[src/rtl/but_pkg.sv]
// constants shared by the basic up-count timer
package but_pkg;
	localparam int DATA_W = 16;
	localparam int OFS_W = 8;
	localparam logic [OFS_W-1:0] OFS_CONTROL_ONE = 8'h00;
	localparam logic [OFS_W-1:0] OFS_CONTROL_TWO = 8'h04;
	localparam logic [OFS_W-1:0] OFS_INT_ENABLE = 8'h0c;
	localparam logic [OFS_W-1:0] OFS_STATUS = 8'h10;
	localparam logic [OFS_W-1:0] OFS_EVENT_GEN = 8'h14;
	localparam logic [OFS_W-1:0] OFS_COUNTER = 8'h24;
	localparam logic [OFS_W-1:0] OFS_PRESCALE = 8'h28;
	localparam logic [OFS_W-1:0] OFS_RELOAD = 8'h2c;
	localparam int BIT_COUNT_ENABLE = 0;
	localparam int BIT_UPDATE_DISABLE = 1;
	localparam int BIT_SOURCE_SEL = 2;
	localparam int BIT_RELOAD_PRELOAD = 7;
	localparam int MOS_LSB = 4;
	localparam int MOS_W = 3;
	localparam int BIT_IRQ_ENABLE = 0;
	localparam int BIT_DMA_ENABLE = 8;
	localparam int BIT_UPDATE_FLAG = 0;
	localparam int BIT_SW_UPDATE = 0;
	localparam logic [MOS_W-1:0] MOS_RESET = 3'h0;
	localparam logic [MOS_W-1:0] MOS_ENABLE = 3'h1;
	localparam logic [MOS_W-1:0] MOS_UPDATE = 3'h2;
	localparam logic [DATA_W-1:0] RST_COUNTER = 16'h0000;
	localparam logic [DATA_W-1:0] RST_PRESCALE = 16'h0000;
	localparam logic [DATA_W-1:0] RST_RELOAD = 16'h0000;
	localparam logic [MOS_W-1:0] RST_MOS = 3'h0;
endpackage : but_pkg

[src/rtl/but_prescaler.sv]
// prescaler: divides the kernel clock by divisor plus one
`timescale 1ns/1ns
module but_prescaler #(
	parameter int W = 16
) (
	input wire logic i_clk,
	input wire logic i_rst,
	input wire logic i_run,
	input wire logic i_restart,
	input wire logic [W-1:0] i_divisor,
	output logic o_tick
);
	typedef struct packed {
		logic [W-1:0] phase;
	} but_presc_state_t;

	but_presc_state_t st_r;
	but_presc_state_t st_nxt;

	initial begin
		if (W < 1 || W > 16) begin
			$error("prescaler width must be 1 to 16");
		end
	end

	// only the kernel clock feeds the divider
	assign o_tick = i_run && (st_r.phase == i_divisor);

	always_comb begin
		st_nxt = st_r;
		if (i_restart) begin
			st_nxt.phase = '0;
		end else if (o_tick) begin
			st_nxt.phase = '0;
		end else if (i_run) begin
			st_nxt.phase = st_r.phase + 1'b1;
		end
	end

	always_ff @(posedge i_clk) begin
		if (i_rst) begin
			st_r <= '0;
		end else begin
			st_r <= st_nxt;
		end
	end

	a_tick_period: assert property (@(posedge i_clk) disable iff (i_rst)
		o_tick && !i_restart && i_divisor != '0 && i_run |=> !o_tick)
		else $error("prescaler ticked twice in a row with divisor above zero");
endmodule : but_prescaler

[src/rtl/but_timer.sv]
// basic up-count timer with buffered prescaler and reload
//
// Implementation choices: strobed register access and the placing of the registers.
`timescale 1ns/1ns
module but_timer #(
	parameter int ADDR_W = 8
) (
	input wire logic i_clk,
	input wire logic i_rst,
	input wire logic [ADDR_W-1:0] i_addr,
	input wire logic [but_pkg::DATA_W-1:0] i_wdata,
	input wire logic i_wr,
	input wire logic i_rd,
	output logic [but_pkg::DATA_W-1:0] o_rdata,
	output logic o_irq,
	output logic o_dma_req,
	output logic o_trigger_output
);
	import but_pkg::*;

	typedef struct packed {
		logic count_enable_bit;
		logic update_disable_bit;
		logic update_request_source_sel;
		logic reload_preload_enable;
		logic [MOS_W-1:0] master_output_select;
		logic irq_enable;
		logic dma_enable;
		logic update_flag;
		logic [DATA_W-1:0] counter_value;
		logic [DATA_W-1:0] prescale_value;
		logic [DATA_W-1:0] prescale_active;
		logic [DATA_W-1:0] reload_value;
		logic [DATA_W-1:0] reload_active;
		logic [DATA_W-1:0] rdata;
		logic irq;
		logic dma_req;
		logic trigger_output;
	} but_state_t;

	localparam but_state_t RST_STATE = '{
		count_enable_bit: 1'b0,
		update_disable_bit: 1'b0,
		update_request_source_sel: 1'b0,
		reload_preload_enable: 1'b0,
		master_output_select: RST_MOS,
		irq_enable: 1'b0,
		dma_enable: 1'b0,
		update_flag: 1'b0,
		counter_value: RST_COUNTER,
		prescale_value: RST_PRESCALE,
		prescale_active: RST_PRESCALE,
		reload_value: RST_RELOAD,
		reload_active: RST_RELOAD,
		rdata: '0,
		irq: 1'b0,
		dma_req: 1'b0,
		trigger_output: 1'b0
	};

	localparam logic [ADDR_W-1:0] A_CONTROL_ONE = ADDR_W'(OFS_CONTROL_ONE);
	localparam logic [ADDR_W-1:0] A_CONTROL_TWO = ADDR_W'(OFS_CONTROL_TWO);
	localparam logic [ADDR_W-1:0] A_INT_ENABLE = ADDR_W'(OFS_INT_ENABLE);
	localparam logic [ADDR_W-1:0] A_STATUS = ADDR_W'(OFS_STATUS);
	localparam logic [ADDR_W-1:0] A_EVENT_GEN = ADDR_W'(OFS_EVENT_GEN);
	localparam logic [ADDR_W-1:0] A_COUNTER = ADDR_W'(OFS_COUNTER);
	localparam logic [ADDR_W-1:0] A_PRESCALE = ADDR_W'(OFS_PRESCALE);
	localparam logic [ADDR_W-1:0] A_RELOAD = ADDR_W'(OFS_RELOAD);

	initial begin
		if (ADDR_W < 6 || ADDR_W > OFS_W) begin
			$error("address width must be 6 to 8");
		end
	end

	but_state_t st_r;
	but_state_t st_nxt;
	logic tick;
	logic wr_counter;
	logic software_update_request;
	logic overrun;
	logic update_event;
	logic update_passed;
	logic [DATA_W-1:0] rd_word;

	assign wr_counter = i_wr && (i_addr == A_COUNTER);
	// writing one to the event bit asks for an update
	assign software_update_request = i_wr && (i_addr == A_EVENT_GEN)
		&& i_wdata[BIT_SW_UPDATE];
	assign overrun = tick && (st_r.counter_value == st_r.reload_active);
	assign update_event = (overrun || software_update_request)
		&& !st_r.update_disable_bit;
	// source filter ahead of flag, interrupt and dma
	assign update_passed = update_event
		&& (overrun || !st_r.update_request_source_sel);

	but_prescaler #(
		.W(DATA_W)
	) u_prescaler (
		.i_clk(i_clk),
		.i_rst(i_rst),
		.i_run(st_r.count_enable_bit),
		.i_restart(update_event),
		.i_divisor(st_r.prescale_active),
		.o_tick(tick)
	);

	// read mux
	always_comb begin
		rd_word = '0;
		if (i_addr == A_CONTROL_ONE) begin
			rd_word[BIT_COUNT_ENABLE] = st_r.count_enable_bit;
			rd_word[BIT_UPDATE_DISABLE] = st_r.update_disable_bit;
			rd_word[BIT_SOURCE_SEL] = st_r.update_request_source_sel;
			rd_word[BIT_RELOAD_PRELOAD] = st_r.reload_preload_enable;
		end else if (i_addr == A_CONTROL_TWO) begin
			rd_word[MOS_LSB +: MOS_W] = st_r.master_output_select;
		end else if (i_addr == A_INT_ENABLE) begin
			rd_word[BIT_IRQ_ENABLE] = st_r.irq_enable;
			rd_word[BIT_DMA_ENABLE] = st_r.dma_enable;
		end else if (i_addr == A_STATUS) begin
			rd_word[BIT_UPDATE_FLAG] = st_r.update_flag;
		end else if (i_addr == A_COUNTER) begin
			rd_word = st_r.counter_value;
		end else if (i_addr == A_PRESCALE) begin
			rd_word = st_r.prescale_value;
		end else if (i_addr == A_RELOAD) begin
			rd_word = st_r.reload_value;
		end
	end

	always_comb begin
		st_nxt = st_r;
		st_nxt.rdata = i_rd ? rd_word : '0;
		// counting and wrap
		if (overrun || update_event) begin
			st_nxt.counter_value = '0;
		end else if (tick) begin
			st_nxt.counter_value = st_r.counter_value + 1'b1;
		end
		// transfer of pending values on update
		if (update_event) begin
			st_nxt.prescale_active = st_r.prescale_value;
			st_nxt.reload_active = st_r.reload_value;
		end
		if (i_wr) begin
			if (i_addr == A_CONTROL_ONE) begin
				st_nxt.count_enable_bit = i_wdata[BIT_COUNT_ENABLE];
				st_nxt.update_disable_bit = i_wdata[BIT_UPDATE_DISABLE];
				st_nxt.update_request_source_sel = i_wdata[BIT_SOURCE_SEL];
				st_nxt.reload_preload_enable = i_wdata[BIT_RELOAD_PRELOAD];
			end else if (i_addr == A_CONTROL_TWO) begin
				st_nxt.master_output_select = i_wdata[MOS_LSB +: MOS_W];
			end else if (i_addr == A_INT_ENABLE) begin
				st_nxt.irq_enable = i_wdata[BIT_IRQ_ENABLE];
				st_nxt.dma_enable = i_wdata[BIT_DMA_ENABLE];
			end else if (i_addr == A_STATUS) begin
				if (i_wdata[BIT_UPDATE_FLAG]) begin
					st_nxt.update_flag = 1'b0;
				end
			end else if (i_addr == A_COUNTER) begin
				st_nxt.counter_value = i_wdata;
			end else if (i_addr == A_PRESCALE) begin
				st_nxt.prescale_value = i_wdata;
			end else if (i_addr == A_RELOAD) begin
				st_nxt.reload_value = i_wdata;
				if (!st_r.reload_preload_enable) begin
					st_nxt.reload_active = i_wdata;
				end
			end
		end
		// set wins over a clear in the same cycle
		if (update_passed) begin
			st_nxt.update_flag = 1'b1;
		end
		st_nxt.irq = st_nxt.update_flag && st_nxt.irq_enable;
		st_nxt.dma_req = update_passed && st_r.dma_enable;
		// trigger routing toward the converter
		case (st_r.master_output_select)
			MOS_RESET: st_nxt.trigger_output = software_update_request;
			MOS_ENABLE: st_nxt.trigger_output = st_r.count_enable_bit;
			MOS_UPDATE: st_nxt.trigger_output = update_event;
			default: st_nxt.trigger_output = 1'b0;
		endcase
	end

	always_ff @(posedge i_clk) begin
		if (i_rst) begin
			st_r <= RST_STATE;
		end else begin
			st_r <= st_nxt;
		end
	end

	assign o_rdata = st_r.rdata;
	assign o_irq = st_r.irq;
	assign o_dma_req = st_r.dma_req;
	assign o_trigger_output = st_r.trigger_output;

	// checks
	a_count_wrap: assert property (@(posedge i_clk) disable iff (i_rst)
		overrun && !wr_counter |=> st_r.counter_value == '0)
		else $error("counter did not restart from zero after reload match");

	a_count_step: assert property (@(posedge i_clk) disable iff (i_rst)
		tick && !overrun && !update_event && !wr_counter
		|=> st_r.counter_value == $past(st_r.counter_value) + 16'h0001)
		else $error("counter did not advance by one on a tick");

	a_count_hold: assert property (@(posedge i_clk) disable iff (i_rst)
		!st_r.count_enable_bit && !software_update_request && !wr_counter
		|=> $stable(st_r.counter_value))
		else $error("counter moved while disabled");

	a_update_block: assert property (@(posedge i_clk) disable iff (i_rst)
		st_r.update_disable_bit && !(i_wr && i_addr == A_PRESCALE)
		|=> $stable(st_r.prescale_active))
		else $error("prescale moved while updates disabled");

	a_presc_load: assert property (@(posedge i_clk) disable iff (i_rst)
		update_event |=> st_r.prescale_active == $past(st_r.prescale_value))
		else $error("prescale not transferred on update");

	a_presc_buffer: assert property (@(posedge i_clk) disable iff (i_rst)
		i_wr && i_addr == A_PRESCALE && !update_event
		|=> st_r.prescale_active == $past(st_r.prescale_active))
		else $error("prescale write took effect before update");

	a_reload_direct: assert property (@(posedge i_clk) disable iff (i_rst)
		i_wr && i_addr == A_RELOAD && !st_r.reload_preload_enable
		|=> st_r.reload_active == $past(i_wdata))
		else $error("reload write without preload not immediate");

	a_source_filter: assert property (@(posedge i_clk) disable iff (i_rst)
		software_update_request && !overrun && st_r.update_request_source_sel
		|=> !o_dma_req)
		else $error("software update raised dma with source select set");

	a_dma_request: assert property (@(posedge i_clk) disable iff (i_rst)
		update_passed && st_r.dma_enable |=> o_dma_req ##1 !o_dma_req || $past(update_passed))
		else $error("dma request missing after update");

	a_flag_sticky: assert property (@(posedge i_clk) disable iff (i_rst)
		update_passed |=> st_r.update_flag ##1 (st_r.update_flag || $past(i_wr)))
		else $error("update flag not set or lost without clear");

	a_trigger_enable: assert property (@(posedge i_clk) disable iff (i_rst)
		st_r.master_output_select == MOS_ENABLE
		|=> o_trigger_output == $past(st_r.count_enable_bit))
		else $error("trigger output does not follow count enable");

	a_trigger_update: assert property (@(posedge i_clk) disable iff (i_rst)
		st_r.master_output_select == MOS_UPDATE && update_event |=> o_trigger_output)
		else $error("trigger output missed an update");
endmodule : but_timer

[config.mk]
export PLATFORM = sky130hd
export DESIGN_NAME = but_timer
export DESIGN_NICKNAME = d
export VERILOG_FILES = /design/src/rtl/but_pkg.sv /design/src/rtl/but_prescaler.sv /design/src/rtl/but_timer.sv
export SDC_FILE = /design/constraint.sdc
export NUM_CORES = 1
export LEC_CHECK = 0
export ABC_AREA = 1
export BUFFER_PORTS_ARGS = -buffer_cell sky130_fd_sc_hd__buf_2
export CORE_MARGIN = 3
export CORE_UTILIZATION = 46
export DETAILED_ROUTE_END_ITERATION = 7
export GPL_TIMING_DRIVEN = 1
export PLACE_DENSITY_LB_ADDON = 0.2
export RECOVER_POWER = 25
export SLEW_MARGIN = 20
export SYNTH_ARGS = -nofsm -noshare
export SYNTH_HDL_FRONTEND = slang
export SYNTH_SLANG_ARGS = --single-unit
[constraint.sdc]
create_clock -name i_clk -period 4.1 [get_ports i_clk]
set_input_delay 0 -clock i_clk [delete_from_list [all_inputs] [get_ports i_clk]]
set_output_delay 0 -clock i_clk [all_outputs]
set_load 0.01 [all_outputs]
==> out/metrics.yaml <==
cells_and_area:
  final_cell_mix: "211 x nand2_1, 146 x nor2_1, 125 x dfxtp_1, 114 x inv_1, 78 x o21ai_0"
  syn_to_final_growth_pct: 13.9
  antenna_cells: 0
  final_area_um2: 7520
  nNetsFinal: 1052
  layout_commonest_cell: "nand2_1"
  drive_gt1_share_pct: 8.82
cts:
  insertion_delay_ps: 420
  clkSlewWorstSetupHoldPaths_ps: 50
  root_buffer: "clkbuf_16"
  hold_buffers: 18
  numCtsBuffers: 17
  cts_max_level: 4
  cts_buffer_depth: 2
  cts_tree: "done"
  cts.sinks: 125
  ctsResizeCount: 0
  cts_setup_buffers: 0
setup_path:
  cp_data_arrival_time_ps: 3410
  path_max_fanout: 61
  path_depth: 5
  cp-start-kind: "primary input"
  crit_path_end_kind: "register"
  crit_required_ps: 4420
  crit_type: "in2reg"
  crit_chain: "buf_2 > inv_1 > clkbuf_1 > nand3_2 > nor3_1"
  rrSetupSlack_ps: 1500
  slowest_delay_ps: 1720
  r2r_cells: 9
  critPathLaunch: "i_rst"
  slowest_stage: "clkbuf_1"
  cp.buffers_inverters: 3
  reg2reg_to: "st_r[54]"
  worst_path_dominant_cell_family: "buffers and inverters"
  endpoint: "u_prescaler.st_r[12]"
  r2r_start: "st_r[108]"
route:
  first_iter_violations: 567
  first_pass_iters: 5
  routedWlPerCell_um: 15.8
  drc: 0
  drtAntennaViolNets: 0
  routed_wl_um: 19200
  vias_per_cell: 5.37
  vias: 6504
worst_hold_path:
  hp-class: "in2reg"
die:
  start_util_pct: 47.4
  die_area_um2: 15800
  core_area_um2: 13900
  fp.dieH_um: 126
  boundaryPins: 47
  rows: 43
  die_w_um: 126
place:
  routabilityCongestion: 0.911
  hpwl_um: 13700
  placed_cell_area_um2: 6770
  preCtsSetupSlack_ps: 1510
  numPortBuffers: 46
sta:
  clock_skew_ps: 8.58
  relSlewSlack_pct: -60.9
  holdWs_ps: 126
  fmax_ghz: 0.324
  setup_slack_ps: 1010
  finalHoldViolations: 0
  min_period_ps: 3090
  drv_slew: 62
  timing.setup.tns_ps: 0
  tightestPinTransition_ps: 2410
  rsz0062_at_grt: "no"
  post-route-period-util_pct: 75.3
  setup_viol: 0
power:
  leakagePower_uw: 0.00313
  cellPowerDensity_nw_per_um2: 381
  power.total_uw: 2870
  ir_drop_uv: 284
logic_synthesis:
  postSynthCellCount: 989
  netlist_area_um2: 6600
  ys_ff_latch: 125
  synth_nets: 1019
  yosysWarningCount: 0
  synthesis.area_per_instance_um2: 6.68
  synth_edf_count: 0
  synth_cell_types: 44
  synthFlopType: "dfxtp_1"
  ys_seq_area_share_pct: 37.9
  synth_async_sr_flop_share_pct: 0
run_status:
  violations: "capacitance limit, slew limit"
  status: "complete, but fails checks"
flow_run:
  cap_violations: 1
grt:
  first_global_vias: 6099
  grt_pass1_wl_um: 31000
  overflow: 0
  antenna_found_initial: 0
  grt_max_degree: 62
  grt_usage_pct: 24.4
[where the power goes]
group | internal [uW] | leakage, uW | switching, uW
Combinational | 37.7 | 0.00183 | 69.7
Sequential | 1220 | 0.00101 | 2.42
Clock | 1010 | 0.000294 | 536
Total | 2260 | 0.00313 | 608
[how the worst min path moves through the flow]
stage                     start          endpoint  slack (ps)  cells after the start
floorplan            i_wdata[1]          st_r[68]         130                      2
global placement    i_wdata[13]          st_r[80]         290                      3
detailed placement  i_wdata[13]          st_r[80]         280                      3
CTS                   i_addr[3]  o_trigger_output         130                      4
global route          i_addr[3]  o_trigger_output         170                      4
finish                i_addr[3]  o_trigger_output         130                      4
[Yosys cell counts (3+ instances only)]
cell type,number,area share (%)
a221oi_1,13,1.7
inv_1,114,6.5
nor2_1,146,8.3
nor2_2,7,0.66
nor4_1,3,0.28
nand3_1,57,4.3
o21ai_0,78,5.9
a211oi_1,15,1.7
inv_2,13,0.74
a21oi_1,54,4.1
buf_4,18,2.0
a31oi_1,10,0.95
nand4_1,18,1.7
clkbuf_1,16,0.91
nand2_1,211,12
buf_2,15,1.1
o22ai_1,5,0.47
xor2_1,16,2.1
nor3_1,18,1.4
dfxtp_1,125,38
xnor2_1,6,0.80
[metrics by stage]
stage / std cells / utilization (%)
2_1_floorplan: 989 / -
3_3_place_gp: 1165 / 48.6
3_5_place_dp: 1165 / 48.6
4_1_cts: 1212 / 54.2
5_1_grt: 1212 / 54.0
6_report: 1212 / 54.0
[logic make-up (layout without fill, tap and decap cells)]
| family | Yosys count | count (layout) | synth area share (%) |
|---|---|---|---|
| AOI/OAI and AO/OA | 185 | 185 | 16.2 |
| xor gates and xnor gates | 23 | 23 | 3.16 |
| adders and majority gates | 2 | 2 | 0.379 |
| buffers and inverters | 183 | 226 | 12.2 |
| DFF | 125 | 125 | 37.9 |
| and+or+nand+nor | 471 | 471 | 30.1 |
[sequential cells by signal (all words and copies together), names as in the netlist]
| signal | cells |
|---|---|
| u_prescaler.st_r | 16 |
| o_rdata | 16 |
| o_irq | 1 |
| o_dma_req | 1 |
| o_trigger_output | 1 |
| st_r | 90 |
[per-layer routing]
metal	share of wire [%]	up-vias	GRT usage [%]
met5	0	-	0
met4	3.4	0	11.1
met3	5.5	35	4.03
met2	46	227	39.8
met1	45	2984	31.8
li1	-	3258	-
[layout make-up]
class,instances,area (um^2)
clock buffer,22,484
clock inverter,7,113
sequential,125,2500
tap,180,225
inverter,128,482
fill,1399,6410
timing repair buffer,69,419
multi-input combinational,681,3300
[worst reg2reg max path, stage by stage, from the launching register on]
cell and delay (ps):
dfxtp_1 590, inv_1 240, a21oi_1 170, nand3_1 100, nor2_2 200, nand3_4 220, o21bai_4 210, nand2_4 230
o21ai_0 460, nor2_1 60
(Power assumes the default switching activity.)
